**src/tlc_pkg.sv**
```systemverilog
// Constants, register map and types for the trip lockout and trip counter block.
// Assumes a 32-bit APB host and a single 20 MHz clock domain.
`default_nettype none
package tlc_pkg;
   localparam int CNT_W    = 16;
   localparam int NUM_CNT  = 4;
   localparam int NUM_STG  = 10;
   localparam int NUM_SYNC = 5;
   localparam int NUM_EVT  = 4;
   localparam int ADDR_W   = 8;
   localparam int INIT_CYC = 4; // Covers the three-flop pin path plus agreement
   // Register byte offsets
   localparam logic [ADDR_W-1:0] REG_CTRL    = 8'h00;
   localparam logic [ADDR_W-1:0] REG_CMD     = 8'h04;
   localparam logic [ADDR_W-1:0] REG_STATUS  = 8'h08;
   localparam logic [ADDR_W-1:0] REG_LED     = 8'h0C;
   localparam logic [ADDR_W-1:0] REG_CNT0    = 8'h10;
   localparam logic [ADDR_W-1:0] REG_CNT1    = 8'h14;
   localparam logic [ADDR_W-1:0] REG_CNT2    = 8'h18;
   localparam logic [ADDR_W-1:0] REG_CNT3    = 8'h1C;
   localparam logic [ADDR_W-1:0] REG_IRQ_ST  = 8'h20;
   localparam logic [ADDR_W-1:0] REG_IRQ_CLR = 8'h24;
   localparam logic [ADDR_W-1:0] REG_IRQ_EN  = 8'h28;
   // Control and command bit positions
   localparam int CTRL_LOCK_EN = 0;
   localparam int CTRL_SUP_EN  = 1;
   localparam int CTRL_ROUTE   = 2;
   localparam int CMD_LOCK_RST = 0;
   localparam int CMD_CNT_CLR  = 1;
   localparam logic [2:0] CTRL_RESET = 3'h0;
   localparam logic [7:0] SUP_FAULT_CODE = 8'h01; // arbitrary value
   // Sync channel indices
   localparam int SY_EXT_LOCK = 0;
   localparam int SY_DIN_RST  = 1;
   localparam int SY_PNL_RST  = 2;
   localparam int SY_SUP_FLT  = 3;
   localparam int SY_BATT     = 4;
   // Interrupt event bits
   localparam int EV_LOCK = 0;
   localparam int EV_TRIP = 1;
   localparam int EV_SUP  = 2;
   localparam int EV_WRAP = 3;
   // Display message codes, lowest priority first
   typedef enum logic [1:0] {
      MSG_NONE  = 2'h0,
      MSG_START = 2'h1,
      MSG_TRIP  = 2'h2,
      MSG_BREAKER_FAILURE_PROTECTION  = 2'h3
   } tlc_msg_e;
   typedef enum logic [1:0] {
      ST_INIT = 2'b01,
      ST_RUN  = 2'b10
   } tlc_state_e;
endpackage
`default_nettype wire

```
**src/tlc_top.sv**
```systemverilog
// Trip lockout latch, breaker wear trip counters, supervision warning routing
// and operation message priority, with an APB register slave.
// Assumes pins are asynchronous, stage and indication inputs are on pclk.
`timescale 1ns/100ps
`default_nettype none
module tlc_top (
   input  wire logic                                  pclk,
   input  wire logic                                  presetn,
   input  wire logic                                  psel,
   input  wire logic                                  penable,
   input  wire logic                                  pwrite,
   input  wire logic [tlc_pkg::ADDR_W-1:0]            paddr,
   input  wire logic [31:0]                           pwdata,
   output logic      [31:0]                           prdata,
   output logic                                       pready,
   output logic                                       pslverr,
   input  wire logic                                  lockout_matrix_in,
   input  wire logic                                  so2_matrix_in,
   input  wire logic                                  ext_lockout_din,
   input  wire logic                                  lockout_reset_din,
   input  wire logic                                  panel_lockout_reset,
   input  wire logic                                  supervision_fault_in,
   input  wire logic                                  battery_ok,
   input  wire logic                                  nvm_lockout_in,
   input  wire logic [tlc_pkg::NUM_CNT*tlc_pkg::CNT_W-1:0] nvm_counts_in,
   input  wire logic [tlc_pkg::NUM_STG-1:0]           stage_trip,
   input  wire logic                                  breaker_failure_protection_ind,
   input  wire logic                                  trip_ind,
   input  wire logic                                  start_alarm_ind,
   input  wire logic                                  front_comm_active,
   output logic                                       lockout_power_output,
   output logic                                       second_signal_output,
   output logic                                       lockout_active,
   output logic [tlc_pkg::NUM_CNT*tlc_pkg::CNT_W-1:0] nvm_counts_out,
   output logic                                       nvm_store,
   output logic                                       nvm_lockout_out,
   output logic                                       sup_warning,
   output logic [7:0]                                 sup_fault_code,
   output logic [1:0]                                 display_msg,
   output logic                                       led_ready,
   output logic                                       led_start_alarm,
   output logic                                       led_trip,
   output logic [7:0]                                 led_prog,
   output logic                                       led_comm,
   output logic                                       irq
);
   import tlc_pkg::*;

   tlc_state_e               state_ff;
   logic [2:0]               init_cnt_ff;
   logic [2:0]               ctrl_ff;
   logic [7:0]               led_prog_ff;
   logic [NUM_EVT-1:0]       irq_st_ff;
   logic [NUM_EVT-1:0]       irq_en_ff;
   logic [NUM_SYNC-1:0]      sync_ff [3];
   logic [NUM_SYNC-1:0]      pin_ff;
   logic [NUM_SYNC-1:0]      pin_prev_ff;
   logic [CNT_W-1:0]         cnt_ff [NUM_CNT];
   logic                     seq_ff;
   logic                     lock_ff;
   logic                     lock_hold_ff;
   logic                     sup_warn_ff;
   logic                     so2_ff;
   logic                     po3_ff;
   logic                     store_ff;
   tlc_msg_e                 msg_ff;
   logic [31:0]              prdata_ff;
   logic                     wr_en;
   logic                     rd_en;
   logic                     run;
   logic                     lock_cause;
   logic                     lock_rst_req;
   logic                     cnt_clr;
   logic [NUM_CNT-1:0]       cnt_hit;
   logic [NUM_EVT-1:0]       evt;
   logic [NUM_EVT-1:0]       irq_clr;
   logic [31:0]              nxt_prdata;

   // Access completes in its first access cycle, so pready is tied high
   assign pready  = 1'b1;
   assign pslverr = 1'b0;
   assign wr_en   = psel & penable & pwrite;
   assign rd_en   = psel & ~penable & ~pwrite;
   assign run     = (state_ff == ST_RUN);

   // Power-up sequence: wait for pin synchronisers before restoring state
   always_ff @(posedge pclk or negedge presetn) begin
      if (!presetn) begin
         state_ff    <= ST_INIT;
         init_cnt_ff <= 3'h0;
      end else begin
         case (state_ff)
            ST_INIT: begin
               init_cnt_ff <= init_cnt_ff + 3'h1;
               if (init_cnt_ff == 3'(INIT_CYC))
                  state_ff <= ST_RUN;
            end
            ST_RUN: state_ff <= ST_RUN;
            default: state_ff <= ST_INIT;
         endcase
      end
   end

   // Three-stage pin synchronisers; a level counts once stages two and three agree
   always_ff @(posedge pclk or negedge presetn) begin
      if (!presetn) begin
         sync_ff[0]  <= '0;
         sync_ff[1]  <= '0;
         sync_ff[2]  <= '0;
         pin_ff      <= '0;
         pin_prev_ff <= '0;
      end else begin
         sync_ff[0] <= {battery_ok, supervision_fault_in, panel_lockout_reset,
                        lockout_reset_din, ext_lockout_din};
         sync_ff[1] <= sync_ff[0];
         sync_ff[2] <= sync_ff[1];
         for (int i = 0; i < NUM_SYNC; i++) begin
            if (sync_ff[1][i] == sync_ff[2][i])
               pin_ff[i] <= sync_ff[2][i];
         end
         pin_prev_ff <= pin_ff;
      end
   end

   // Control, LED and interrupt enable registers
   always_ff @(posedge pclk or negedge presetn) begin
      if (!presetn) begin
         ctrl_ff     <= CTRL_RESET;
         led_prog_ff <= 8'h00;
         irq_en_ff   <= '0;
      end else if (wr_en) begin
         if (paddr == REG_CTRL)
            ctrl_ff <= pwdata[2:0];
         else if (paddr == REG_LED)
            led_prog_ff <= pwdata[7:0];
         else if (paddr == REG_IRQ_EN)
            irq_en_ff <= pwdata[NUM_EVT-1:0];
      end
   end

   // Command strobes, one pulse per APB write or reset pin rising edge; lockout cause level
   assign cnt_clr = wr_en & (paddr == REG_CMD) & pwdata[CMD_CNT_CLR];
   assign irq_clr = (wr_en && paddr == REG_IRQ_CLR) ? pwdata[NUM_EVT-1:0] : '0;
   assign lock_cause = lockout_matrix_in | pin_ff[SY_EXT_LOCK];
   assign lock_rst_req = (wr_en & (paddr == REG_CMD) & pwdata[CMD_LOCK_RST])
                       | (pin_ff[SY_DIN_RST] & ~pin_prev_ff[SY_DIN_RST])
                       | (pin_ff[SY_PNL_RST] & ~pin_prev_ff[SY_PNL_RST]);

   // Lockout latch; a reset while the cause is present is dropped
   always_ff @(posedge pclk or negedge presetn) begin
      if (!presetn) begin
         lock_ff <= 1'b1;
      end else if (!run) begin
         if (init_cnt_ff == 3'(INIT_CYC))
            lock_ff <= pin_ff[SY_BATT] ? nvm_lockout_in : 1'b1;
      end else if (ctrl_ff[CTRL_LOCK_EN] && lock_cause) begin
         lock_ff <= 1'b1;
      end else if (lock_rst_req && !lock_cause) begin
         lock_ff <= 1'b0;
      end
   end

   // Output three: closed while selected and no trip latched
   always_ff @(posedge pclk or negedge presetn) begin
      if (!presetn)
         po3_ff <= 1'b0;
      else if (ctrl_ff[CTRL_LOCK_EN])
         po3_ff <= run & ~lock_ff;
      else
         po3_ff <= lockout_matrix_in;
   end

   // Group of each stage: three overcurrent stages, others share the last
   always_comb begin
      cnt_hit = '0;
      if (!seq_ff) begin
         for (int s = NUM_STG - 1; s >= 0; s--) begin
            if (stage_trip[s]) begin
               cnt_hit = '0;
               cnt_hit[(s < NUM_CNT - 1) ? s : NUM_CNT - 1] = 1'b1;
            end
         end
      end
   end

   // Fault sequence open from first trip until every trip has dropped
   always_ff @(posedge pclk or negedge presetn) begin
      if (!presetn)
         seq_ff <= 1'b0;
      else
         seq_ff <= |stage_trip;
   end

   // Trip counters, loaded from storage then counting and wrapping
   always_ff @(posedge pclk or negedge presetn) begin
      if (!presetn) begin
         for (int c = 0; c < NUM_CNT; c++)
            cnt_ff[c] <= '0;
      end else if (!run) begin
         for (int c = 0; c < NUM_CNT; c++)
            cnt_ff[c] <= nvm_counts_in[c*CNT_W +: CNT_W];
      end else if (cnt_clr) begin
         for (int c = 0; c < NUM_CNT; c++)
            cnt_ff[c] <= '0;
      end else begin
         for (int c = 0; c < NUM_CNT; c++)
            if (cnt_hit[c])
               cnt_ff[c] <= cnt_ff[c] + CNT_W'(1);
      end
   end

   // Storage write strobe with each counter update, and one cycle after a lockout latch change
   always_ff @(posedge pclk or negedge presetn) begin
      if (!presetn)
         store_ff <= 1'b0;
      else
         store_ff <= run & ((|cnt_hit) | cnt_clr | (lock_ff != lockout_active));
   end

   // Supervision warning and its optional routing to output two
   always_ff @(posedge pclk or negedge presetn) begin
      if (!presetn) begin
         sup_warn_ff <= 1'b0;
         so2_ff      <= 1'b0;
      end else begin
         sup_warn_ff <= ctrl_ff[CTRL_SUP_EN] & pin_ff[SY_SUP_FLT];
         so2_ff      <= so2_matrix_in | (ctrl_ff[CTRL_ROUTE] & sup_warn_ff);
      end
   end

   // Only the highest ranked indication reaches the display
   always_ff @(posedge pclk or negedge presetn) begin
      if (!presetn)
         msg_ff <= MSG_NONE;
      else if (breaker_failure_protection_ind)
         msg_ff <= MSG_BREAKER_FAILURE_PROTECTION;
      else if (trip_ind)
         msg_ff <= MSG_TRIP;
      else if (start_alarm_ind)
         msg_ff <= MSG_START;
      else
         msg_ff <= MSG_NONE;
   end

   // Sticky events; a new event beats a clear in the same cycle
   assign evt[EV_LOCK] = run & ctrl_ff[CTRL_LOCK_EN] & lock_cause & ~lock_ff;
   assign evt[EV_TRIP] = run & (|cnt_hit); // Init loads storage, it does not count
   assign evt[EV_SUP]  = sup_warn_ff;
   assign evt[EV_WRAP] = run & (|(cnt_hit & {cnt_ff[3] == '1, cnt_ff[2] == '1,
                                             cnt_ff[1] == '1, cnt_ff[0] == '1}));
   always_ff @(posedge pclk or negedge presetn) begin
      if (!presetn)
         irq_st_ff <= '0;
      else
         irq_st_ff <= (irq_st_ff & ~irq_clr) | evt;
   end

   // Read mux, captured in the setup phase
   always_comb begin
      nxt_prdata = 32'h0000_0000;
      if (paddr == REG_CTRL)
         nxt_prdata[2:0] = ctrl_ff;
      else if (paddr == REG_STATUS)
         nxt_prdata[3:0] = {sup_warn_ff, so2_ff, po3_ff, lock_ff};
      else if (paddr == REG_LED)
         nxt_prdata[7:0] = led_prog_ff;
      else if (paddr == REG_CNT0)
         nxt_prdata[CNT_W-1:0] = cnt_ff[0];
      else if (paddr == REG_CNT1)
         nxt_prdata[CNT_W-1:0] = cnt_ff[1];
      else if (paddr == REG_CNT2)
         nxt_prdata[CNT_W-1:0] = cnt_ff[2];
      else if (paddr == REG_CNT3)
         nxt_prdata[CNT_W-1:0] = cnt_ff[3];
      else if (paddr == REG_IRQ_ST)
         nxt_prdata[NUM_EVT-1:0] = irq_st_ff;
      else if (paddr == REG_IRQ_EN)
         nxt_prdata[NUM_EVT-1:0] = irq_en_ff;
   end

   always_ff @(posedge pclk or negedge presetn) begin
      if (!presetn)
         prdata_ff <= 32'h0000_0000;
      else if (rd_en)
         prdata_ff <= nxt_prdata;
   end

   // Outputs
   assign prdata               = prdata_ff;
   assign lockout_power_output = po3_ff;
   assign second_signal_output = so2_ff;
   assign lockout_active       = lock_hold_ff;
   // Latch copy one cycle behind, so a change is seen before storage is written
   always_ff @(posedge pclk or negedge presetn) begin
      if (!presetn)
         lock_hold_ff <= 1'b1;
      else
         lock_hold_ff <= lock_ff;
   end
   assign nvm_lockout_out = lock_hold_ff;
   for (genvar g = 0; g < NUM_CNT; g++) begin : g_nvm
      assign nvm_counts_out[g*CNT_W +: CNT_W] = cnt_ff[g];
   end
   assign nvm_store       = store_ff;
   assign sup_warning     = sup_warn_ff;
   assign sup_fault_code  = sup_warn_ff ? SUP_FAULT_CODE : 8'h00;
   assign display_msg     = msg_ff;
   assign led_ready       = run;
   assign led_start_alarm = start_alarm_ind;
   assign led_trip        = trip_ind;
   assign led_prog        = led_prog_ff;
   assign led_comm        = front_comm_active;
   assign irq             = |(irq_st_ff & irq_en_ff);
endmodule // tlc_top
`default_nettype wire

```
**config.mk**
```make
export PLATFORM = sky130hd
export DESIGN_NAME = tlc_top
export DESIGN_NICKNAME = d
export VERILOG_FILES = /design/src/tlc_pkg.sv /design/src/tlc_top.sv
export SDC_FILE = /design/constraint.sdc
export NUM_CORES = 1
export LEC_CHECK = 0
export ABC_AREA = 1
export ABC_CLOCK_PERIOD_IN_PS = 3500
export BUFFER_PORTS_ARGS = -buffer_cell sky130_fd_sc_hd__buf_2
export CAP_MARGIN = 20
export CELL_PAD_IN_SITES_DETAIL_PLACEMENT = 2
export CELL_PAD_IN_SITES_GLOBAL_PLACEMENT = 2
export CORE_MARGIN = 4
export CORE_UTILIZATION = 25
export CTS_CLUSTER_DIAMETER = 80
export DETAILED_ROUTE_END_ITERATION = 8
export GPL_TIMING_DRIVEN = 0
export PLACE_DENSITY_LB_ADDON = 0.1
export SYNTH_ARGS = -nofsm -noshare
export SYNTH_HDL_FRONTEND = slang
export SYNTH_SLANG_ARGS = --single-unit
```
**constraint.sdc**
```tcl
create_clock -name pclk -period 3.5 [get_ports pclk]
set_input_delay 0.7 -clock pclk [delete_from_list [all_inputs] [get_ports pclk]]
set_output_delay 0.7 -clock pclk [all_outputs]
set_load 0.1 [all_outputs]
```
# Yosys cells after proc, flatten, opt, wreduce, memory -nomap -nowiden
# Index checks and enable logic that the tools add are counted.
# Widths: inputs -> output; s select.
[classes]
addsub = 5
n_mul = 0
n_div = 0
order_cmp = 0
n_eq_ne = 29
n_shift = 0
n_mux = 43
bitwise_logic = 36
n_reduce_logical = 14
[ops]
columns = ["operator", "count"]
rows = [
  ["$mux 64", 2],
  ["$mux 16", 7],
  ["$add 16x1->16 const B", 4],
  ["$eq 16x16->1 const B", 4],
  ["$mux 4", 16],
  ["$eq 8x5->1 const B", 4],
  ["$eq 8x6->1 const B", 3],
  ["$mux 12", 2],
  ["$and 1x1->1", 18],
  ["$eq 8x4->1 const B", 2],
  ["$mux 8", 2],
  ["$ne 3x1->1 const B", 5],
  ["$mux 13", 1],
  ["$and 4x4->4", 3],
  ["$reduce_or 4->1", 3],
  ["$reduce_or 10->1", 1],
  ["$eq 8x3->1 const B", 1],
  ["$logic_not 8->1", 1],
  ["$mux 1", 8],
  ["$not 1->1", 7],
  ["$mux 2", 3],
  ["$or 1x1->1", 6],
  ["$eq 1x1->1", 5],
  ["$not 4->4", 1],
  ["15 further kinds", 18],
]
[word_totals]
register_bits = 136
latchBits = 0
ramBits = 0
romBits = 0
in_bits = 131
out_inout_bits = 127
wordCells = 155
memories = 0

# Longest topological paths before layout
# Gate-level depths: netlist of the first run.
[depth]
word_depth = 15
mapped_depth = 12

# Worst setup path after synthesis of the first run
# No wires, ideal clock.
[synth_path]
path_type = "register to register"
start = "reg state_ff[0]"
end = "reg cnt_ff, in the netlist nvm_counts_out[51]"
t_arrival_ns = 2.351
required_ns = 3.372
path_slack_ns = 1.022
path_stages_with_launch = 8
synth_period_minus_slack_ns = 2.478
cell_sequence = "dfstp_2 > inv_1 > ha_1 > clkinv_1 > clkbuf_1 > clkbuf_1 > a21oi_1 > a21oi_1"
[synth_via]
elab_chain_len = 2
word_cells_on_any_way = 3
[synth_lines]
columns = ["item", "line", "rtl"]
rows = [
  ["start: declaration", "tlc_top.sv:49", "tlc_state_e state_ff;"],
  ["start signal: assignment", "tlc_top.sv:89", "state_ff <= ST_INIT;"],
  ["start signal: assignment", "tlc_top.sv:96", "state_ff <= ST_RUN;"],
  ["start signal: assignment", "tlc_top.sv:98", "ST_RUN: state_ff <= ST_RUN;"],
  ["$eq 2x2->1 (*)", "tlc_top.sv:84", "assign run = (state_ff == ST_RUN);"],
  ["named net led_ready", "tlc_top.sv:40", "output logic led_ready,"],
  ["$ne 3x1->1 (no line) / $mux 64 (equally long branches)", "--", ""],
  ["end signal: indexed assignment", "tlc_top.sv:201", "cnt_ff[c] <= nvm_counts_in[c*CNT_W +: CNT_W];"],
  ["end signal: indexed assignment", "tlc_top.sv:208", "cnt_ff[c] <= cnt_ff[c] + CNT_W'(1);"],
  ["end: declaration", "tlc_top.sv:58", "logic [CNT_W-1:0] cnt_ff [NUM_CNT];"],
]
# Mark *: on every way through the listed nets, which the timed path passes. The rest lies on a longest branch.
# A chain may end at the register's enable or synchronous reset.

# Final worst setup path of the first run
[layout_path]
start = "reg state_ff[0]"
end = "reg cnt_ff, in the netlist nvm_counts_out[59]"
[layout_via]
elab_chain_len = 2
word_cells_on_any_way = 3
[layout_lines]
columns = ["item", "line"]
rows = [
  ["$eq 2x2->1 (*)", "tlc_top.sv:84"],
  ["$ne 3x1->1 (no line) / $mux 64 (equally long branches)", "--"],
]
# Every way passes the cells marked *; elsewhere a longest branch is shown, timed or not.

==> flow_summary.yaml, run 1 <==
run_status:
  outcome: "complete, no violations"
logic_synthesis:
  share_of_the_synthesized_area_in_compound_gates_ao_oa_aoi_oai_pct: 14.22
  synthesized_area_per_cell_sq_um: 7.288
  synth_enable_flop_cells: 0
  synth_area_sq_um: 8016
  top_reg_cell_synth: "dfrtp_1"
  synthesis.instances: 1100
  synth_top_family_by_area: "simple AND/OR/NAND/NOR gates"
  synthesis.yosys.warnings: 0
  synthAdderAreaFrac_pct: 1.873
  sequential_to_total_area_share_from_yosys_stat_pct: 42.19
  share_of_synthesized_area_spent_on_multiplexers_pct: 0.1405
  synthDistinctLibCells: 42
  synth_simple_gate_area_share_pct: 28.58
  synth_xor_area_share_pct: 1.967
  ys_seq_elements: 135
  async_flop_share_pct: 100.0
die:
  dieArea_sq_um: 35000
  floorplan.core_area_sq_um: 31560
  row_count: 65
  dieHeight_um: 187.1
  num_io_pins: 258
  initial_utilization_pct: 25.40
  floorplan.die.width_um: 187.1
finish:
  area_growth_syn_to_fin_pct: 28.58
  num-nets-final: 1489
  post_route_cells_drive_above_1_share_pct: 23.04
  n_antenna_cell: 0
sta:
  timing.final.max_slew_violations: 0
  tns_ps: 0
  tightest_slew_ps: 1024
  setup_violators_final: 0
  period_needed_ps: 3125
  fin_worst_skew_ps: 15.69
  grt_setup_unrepaired: "no"
  slew-limit-headroom_pct: 31.73
  fin_crit_sh_pct: 89.28
  final-hold-violation-count: 0
  fmax_mhz: 320.0
route:
  num_vias: 8579
  avgRoutedWirePerCell_um: 21.54
  detail_route.vias_per_cell: 4.861
  drt.antenna.violating_nets: 0
  routed_wirelength_mm: 38.01
  count_of_routing_violations_after_the_opening_detailed_route_iteration: 312
  drtPass1Iterations: 5
  detail_route.drc_violations: 0
clocking:
  hold_bufs_at_cts: 0
  count_of_instances_resized_after_the_clock_tree_is_built: 0
  tritoncts: "yes"
  clkLatencyLatePin_ps: 440
  htreeDepth: 4
  cts_inserted_buffers: 17
  clk_pin_slew_ps: 80
  cts_max_path_buffers: 2
  clkSinkCount: 135
  cts_setup_buffers: 0
  cts_root_buf: "clkbuf_16"
global_route:
  antenna_violations_before_repair: 0
  groute.layer.met2.usage_pct: 37.74
  grt_total_ovfl: 0
  grt_first_pass_wirelength_mm: 57.82
  met1_usage_pct: 27.94
  globalRouteMet3Util_pct: 3.602
  maximum_number_of_pins_on_one_net_before_global_route_repair: 89
  globalRoute.busiestLayer: "met2"
  grt_pass1_vias: 9410
  groute.usage.overall_pct: 21.54
place:
  dpl.hpwl_mm: 29.71
  globalplace.congestion: 0.8398
  place.port_buffers: 207
power:
  total_power_mw: 4.486
  power_leakage_nw: 5.141
  power_density_nw_per_um2: 435.2
  power_report.internal_total_mw: 2.776
  net-switching-power_mw: 1.710
  power.combinational.fraction_pct: 19.0
  clockPowerShare_pct: 42.9
  p_seq_share_pct: 38.1
  maximum_resistive_drop_on_vdd_mv: 0.3105
  power.share.switching_pct: 38.12
setup_path:
  cp-start-kind: "flop"
  worst-setup-path-type: "flop to flop"
  worst_setup_path_end_kind: "flop"
  critPathMaxFanout: 10
  cp_data_required_time_ps: 3850
  worst-endpoint-arrival_ps: 3480
min_path:
  worst_hold_path_type: "primary input to asynchronous set/reset pin"
flow_run:
  number_of_violations_of_the_max_capacitance_limit: 0
==> Yosys cell counts (all sizes together), types with 6 or more instances <==
cell type / number / area (sq um)
nor2: 116 / 470.5
nand3: 63 / 330.3
buf: 49 / 342.8
a21oi: 39 / 195.2
o21bai: 6 / 45.04
o21ai: 97 / 485.5
o22ai: 6 / 37.54
ha: 8 / 100.1
o31ai: 11 / 82.58
a31oi: 23 / 143.9
nand2: 310 / 1182
inv: 125 / 474.2
nor3: 21 / 105.1
xor2: 14 / 122.6
clkbuf: 14 / 52.55
nand4: 26 / 177.7
dfrtp: 132 / 3303
==> registers in the layout (all words and copies together), names as in the netlist, 4 cells and up <==
| signal | cells |
|---|---|
| prdata | 16 |
| pin_ff | 5 |
| nvm_counts_out | 64 |
| led_prog | 8 |
| irq_en_ff | 4 |
| irq_st_ff | 4 |
| sync_ff | 15 |
==> area by class of cell <==
cell class	count	area, sq um
timing repair buffer	208	1070
fill	3843	21250
clock buffer	17	425.4
sequential	135	3382
multi-input combinational	798	3844
inverter	127	481.7
clock inverter	15	206.4
tap	402	503.0
buffer	63	395.4
==> critical path: stages, from the launching register on <==
cell	delay [ps]
dfstp_2	540
inv_1	50
ha_1	350
clkinv_1	190
clkbuf_1	780
clkbuf_1	780
nand2_1	130
a31oi_1	200
==> final timing paths <==
kind	start	to	slack (ps)	depth (start not counted)
max reg2reg	state_ff[0]	nvm_counts_out[59]	380	7
max	state_ff[0]	nvm_counts_out[59]	380	7
min	presetn	nvm_counts_out[36]	340	1
min reg2reg	sync_ff[10]	sync_ff[5]	350	0
max in group asynchronous	presetn	nvm_counts_out[11]	2360	2
min in group pclk	sync_ff[10]	sync_ff[5]	350	0
==> layer usage <==
metal / wire length (um) / vias up / part of all wire (%)
met5: 0 / - / 0
met4: 613 / 0 / 1.6
met3: 1317 / 28 / 3.5
met2: 18840 / 181 / 50
met1: 17240 / 4318 / 45
li1: - / 4052 / -
==> metrics by stage <==
stage | hold WS [ps] | utilization [%] | area, sq um | cells | worst slack (ps)
2_1_floorplan | 331.2 | - | 8103 | 1123 | 1022
3_3_place_gp | 332.7 | 30.56 | 9642 | 1732 | -509.3
3_5_place_dp | 335.6 | 30.66 | 9676 | 1733 | 360.3
4_1_cts | 337.8 | 32.66 | 10310 | 1765 | 339.3
5_1_grt | 336.2 | 32.66 | 10310 | 1765 | 202.6
6_report | 340.0 | 32.66 | 10310 | 1765 | 375.2
==> logic make-up after synthesis <==
family,Yosys count
AND/OR/NAND/NOR,540
buffers and inverters,190
multiplexers,1
XOR/XNOR,18
adder cells (fa/ha/maj),13
AO/OA/AOI/OAI,201
other,2
flip-flops,135
==> power groups by stage <==
stage          combinational (mW)  clock, mW  sequential (mW)
2_1_floorplan               0.309          0             2.03
3_3_place_gp                0.843          0             1.74
3_5_place_dp                0.858          0             1.74
4_1_cts                     0.860       1.98             1.71
5_1_grt                     0.906       2.04             1.72
6_report                    0.853       1.92             1.71
==> cell usage in the layout (no fill, tap or decap), types with 11 or more instances in the layout <==
| cell type | n |
|---|---|
| buf_4 | 34 |
| nand3_1 | 60 |
| a21oi_1 | 39 |
| inv_1 | 119 |
| nor2_1 | 110 |
| nand4_1 | 25 |
| buf_2 | 219 |
| xor2_1 | 14 |
| dfrtp_1 | 132 |
| nand2_1 | 308 |
| clkbuf_16 | 17 |
| o31ai_1 | 11 |
| nor3_1 | 21 |
| clkbuf_1 | 14 |
| conb_1 | 25 |
| o21ai_0 | 93 |
| a31oi_1 | 23 |
No activity file was read; power rests on OpenSTA's default activity.
==> run 2: changes to the inputs <==
- CORE_MARGIN: 4 -> 2
==> run 2 against run 1 <==
Against the previous run: clock skew grew 5.2 ps; critical endpoint is now nvm_counts_out[45]; count of clock-buffer cells in the layout is the same; sequential power is essentially flat; setup slack lost 77 ps; global-route usage grew 1.5 points; highest routed layer unchanged; die area shrank 4.2%; via count grew 0.22%; sequential share of layout area is essentially flat.
==> flow_summary.yaml, run 2 (same netlist as run 1, synthesis figures left out) <==
run_status:
  outcome: "complete, no violations"
power:
  power.share.switching_pct: 38.26
  power_leakage_nw: 5.140
  net-switching-power_mw: 1.719
  total_power_mw: 4.493
  p_seq_share_pct: 38.0
  power_report.internal_total_mw: 2.774
  maximum_resistive_drop_on_vdd_mv: 0.2958
  power.combinational.fraction_pct: 18.9
  clockPowerShare_pct: 43.0
  power_density_nw_per_um2: 436.1
finish:
  n_antenna_cell: 0
  stdcell_area_sq_um: 10300
  post_route_cells_drive_above_1_share_pct: 23.04
  num-nets-final: 1489
  mostFrequentLayoutCell: "nand2_1"
  num-fill-cells: 3804
  register_area_sq_um: 3382
  final_cell_mix: "308 x nand2_1, 219 x buf_2, 132 x dfrtp_1"
  multiInputGateArea_sq_um: 3844
  area_growth_syn_to_fin_pct: 28.52
  largest_register_ff_count: 64
die:
  dieHeight_um: 183.1
  dieArea_sq_um: 33510
  floorplan.die.width_um: 183.1
  num_io_pins: 258
  initial_utilization_pct: 25.40
  floorplan.core_area_sq_um: 31560
  row_count: 65
sta:
  fin_worst_skew_ps: 20.89
  tightest_slew_ps: 1110
  period_needed_ps: 3202
  setup_violators_final: 0
  slew-limit-headroom_pct: 25.98
  timing.final.max_slew_violations: 0
  grt_setup_unrepaired: "no"
  fin_crit_sh_pct: 91.49
  tns_ps: 0
  final-hold-violation-count: 0
  fmax_mhz: 312.3
route:
  drt.antenna.violating_nets: 0
  detail_route.vias_per_cell: 4.871
  avgRoutedWirePerCell_um: 21.42
  num_vias: 8598
  drtPass1Iterations: 5
  routed_wirelength_mm: 37.80
  detail_route.drc_violations: 0
  count_of_routing_violations_after_the_opening_detailed_route_iteration: 423
clocking:
  tritoncts: "yes"
  cts_setup_buffers: 0
  cts_root_buf: "clkbuf_16"
  count_of_instances_resized_after_the_clock_tree_is_built: 0
  cts_inserted_buffers: 17
  clkSinkCount: 135
  clk_pin_slew_ps: 90
  hold_bufs_at_cts: 0
  cts_max_path_buffers: 2
  clkLatencyLatePin_ps: 450
  htreeDepth: 4
setup_path:
  cp_data_required_time_ps: 3860
  worst_setup_path_end_kind: "flop"
  cp-start-kind: "flop"
  worst-endpoint-arrival_ps: 3570
  crit_path_top_delay_cell: "clkbuf_1"
  critPathMaxFanout: 10
  delay_heaviest_family_cp: "buffers and inverters"
  worst-setup-path-type: "flop to flop"
  critPathBufInv: 4
  critical-path-top-cell-by-count: "clkbuf_1"
  path_cells: "inv_1 > ha_1 > clkinv_1 > clkbuf_1 > clkbuf_1 > nand2_1 > a31oi_1"
  cp_slowest_stage_delay_ps: 850
global_route:
  groute.usage.overall_pct: 22.99
  grt_total_ovfl: 0
  maximum_number_of_pins_on_one_net_before_global_route_repair: 70
  grt_first_pass_wirelength_mm: 57.35
  antenna_violations_before_repair: 0
  grt_pass1_vias: 9289
flow_run:
  number_of_violations_of_the_max_capacitance_limit: 0
place:
  place.port_buffers: 207
  placed_cell_area_sq_um: 9676
  globalplace.congestion: 0.8146
  dpl.hpwl_mm: 29.33
min_path:
  worst_hold_path_type: "primary input to asynchronous set/reset pin"
-- run 2: cell count changes in the layout (fill, tap and decap cells not counted) --
cell | before | now
clkinv_8 | 8 | 7
inv_8 | 3 | 4
-- run 2: metrics by stage --
step / util, % / hold WS, ps / setup WS (ps) / cells
6_report: 32.65 / 238.3 / 297.7 / 1765
4_1_cts: 32.65 / 279.5 / 196.2 / 1765
5_1_grt: 32.65 / 291.0 / 50.25 / 1765
2_1_floorplan: - / 331.2 / 1022 / 1123
3_5_place_dp: 30.66 / 336.3 / 240.5 / 1733
3_3_place_gp: 30.56 / 334.2 / -530.3 / 1732
-- run 2: power by group through the flow --
stage               logic [mW]  clock network, mW  registers, mW
CTS                      0.857               1.99           1.71
finish                   0.850               1.93           1.71
global placement         0.841                  0           1.74
global route             0.902               2.04           1.72
floorplan                0.309                  0           2.03
detailed placement       0.855                  0           1.74
-- run 2: area by class of cell --
cell class | count | area share (%)
multi-input combinational | 798 | 37.31
sequential | 135 | 32.83
buffer | 63 | 3.838
tap | 402 | 4.882
clock inverter | 15 | 1.955
timing repair buffer | 208 | 10.38
clock buffer | 17 | 4.129
inverter | 127 | 4.676
-- run 2: path summary, 6_finish.rpt --
kind / from / end / slack, ps / cells past startpoint
max reg2reg: state_ff[0] / nvm_counts_out[45] / 300 / 7
max in group asynchronous: presetn / nvm_counts_out[28] / 2430 / 2
max: state_ff[0] / nvm_counts_out[45] / 300 / 7
min: presetn / nvm_counts_out[32] / 240 / 1
min reg2reg: sync_ff[10] / sync_ff[5] / 350 / 0
min in group pclk: panel_lockout_reset / sync_ff[12] / 350 / 1
-- run 2: routing by layer --
metal / global-route usage, % / share of wire, % / wire length, um
met5: 0 / 0 / 0
met4: 7.392 / 2.8 / 1066
met3: 3.971 / 4.3 / 1615
met2: 38.65 / 47 / 17910
met1: 30.05 / 46 / 17210
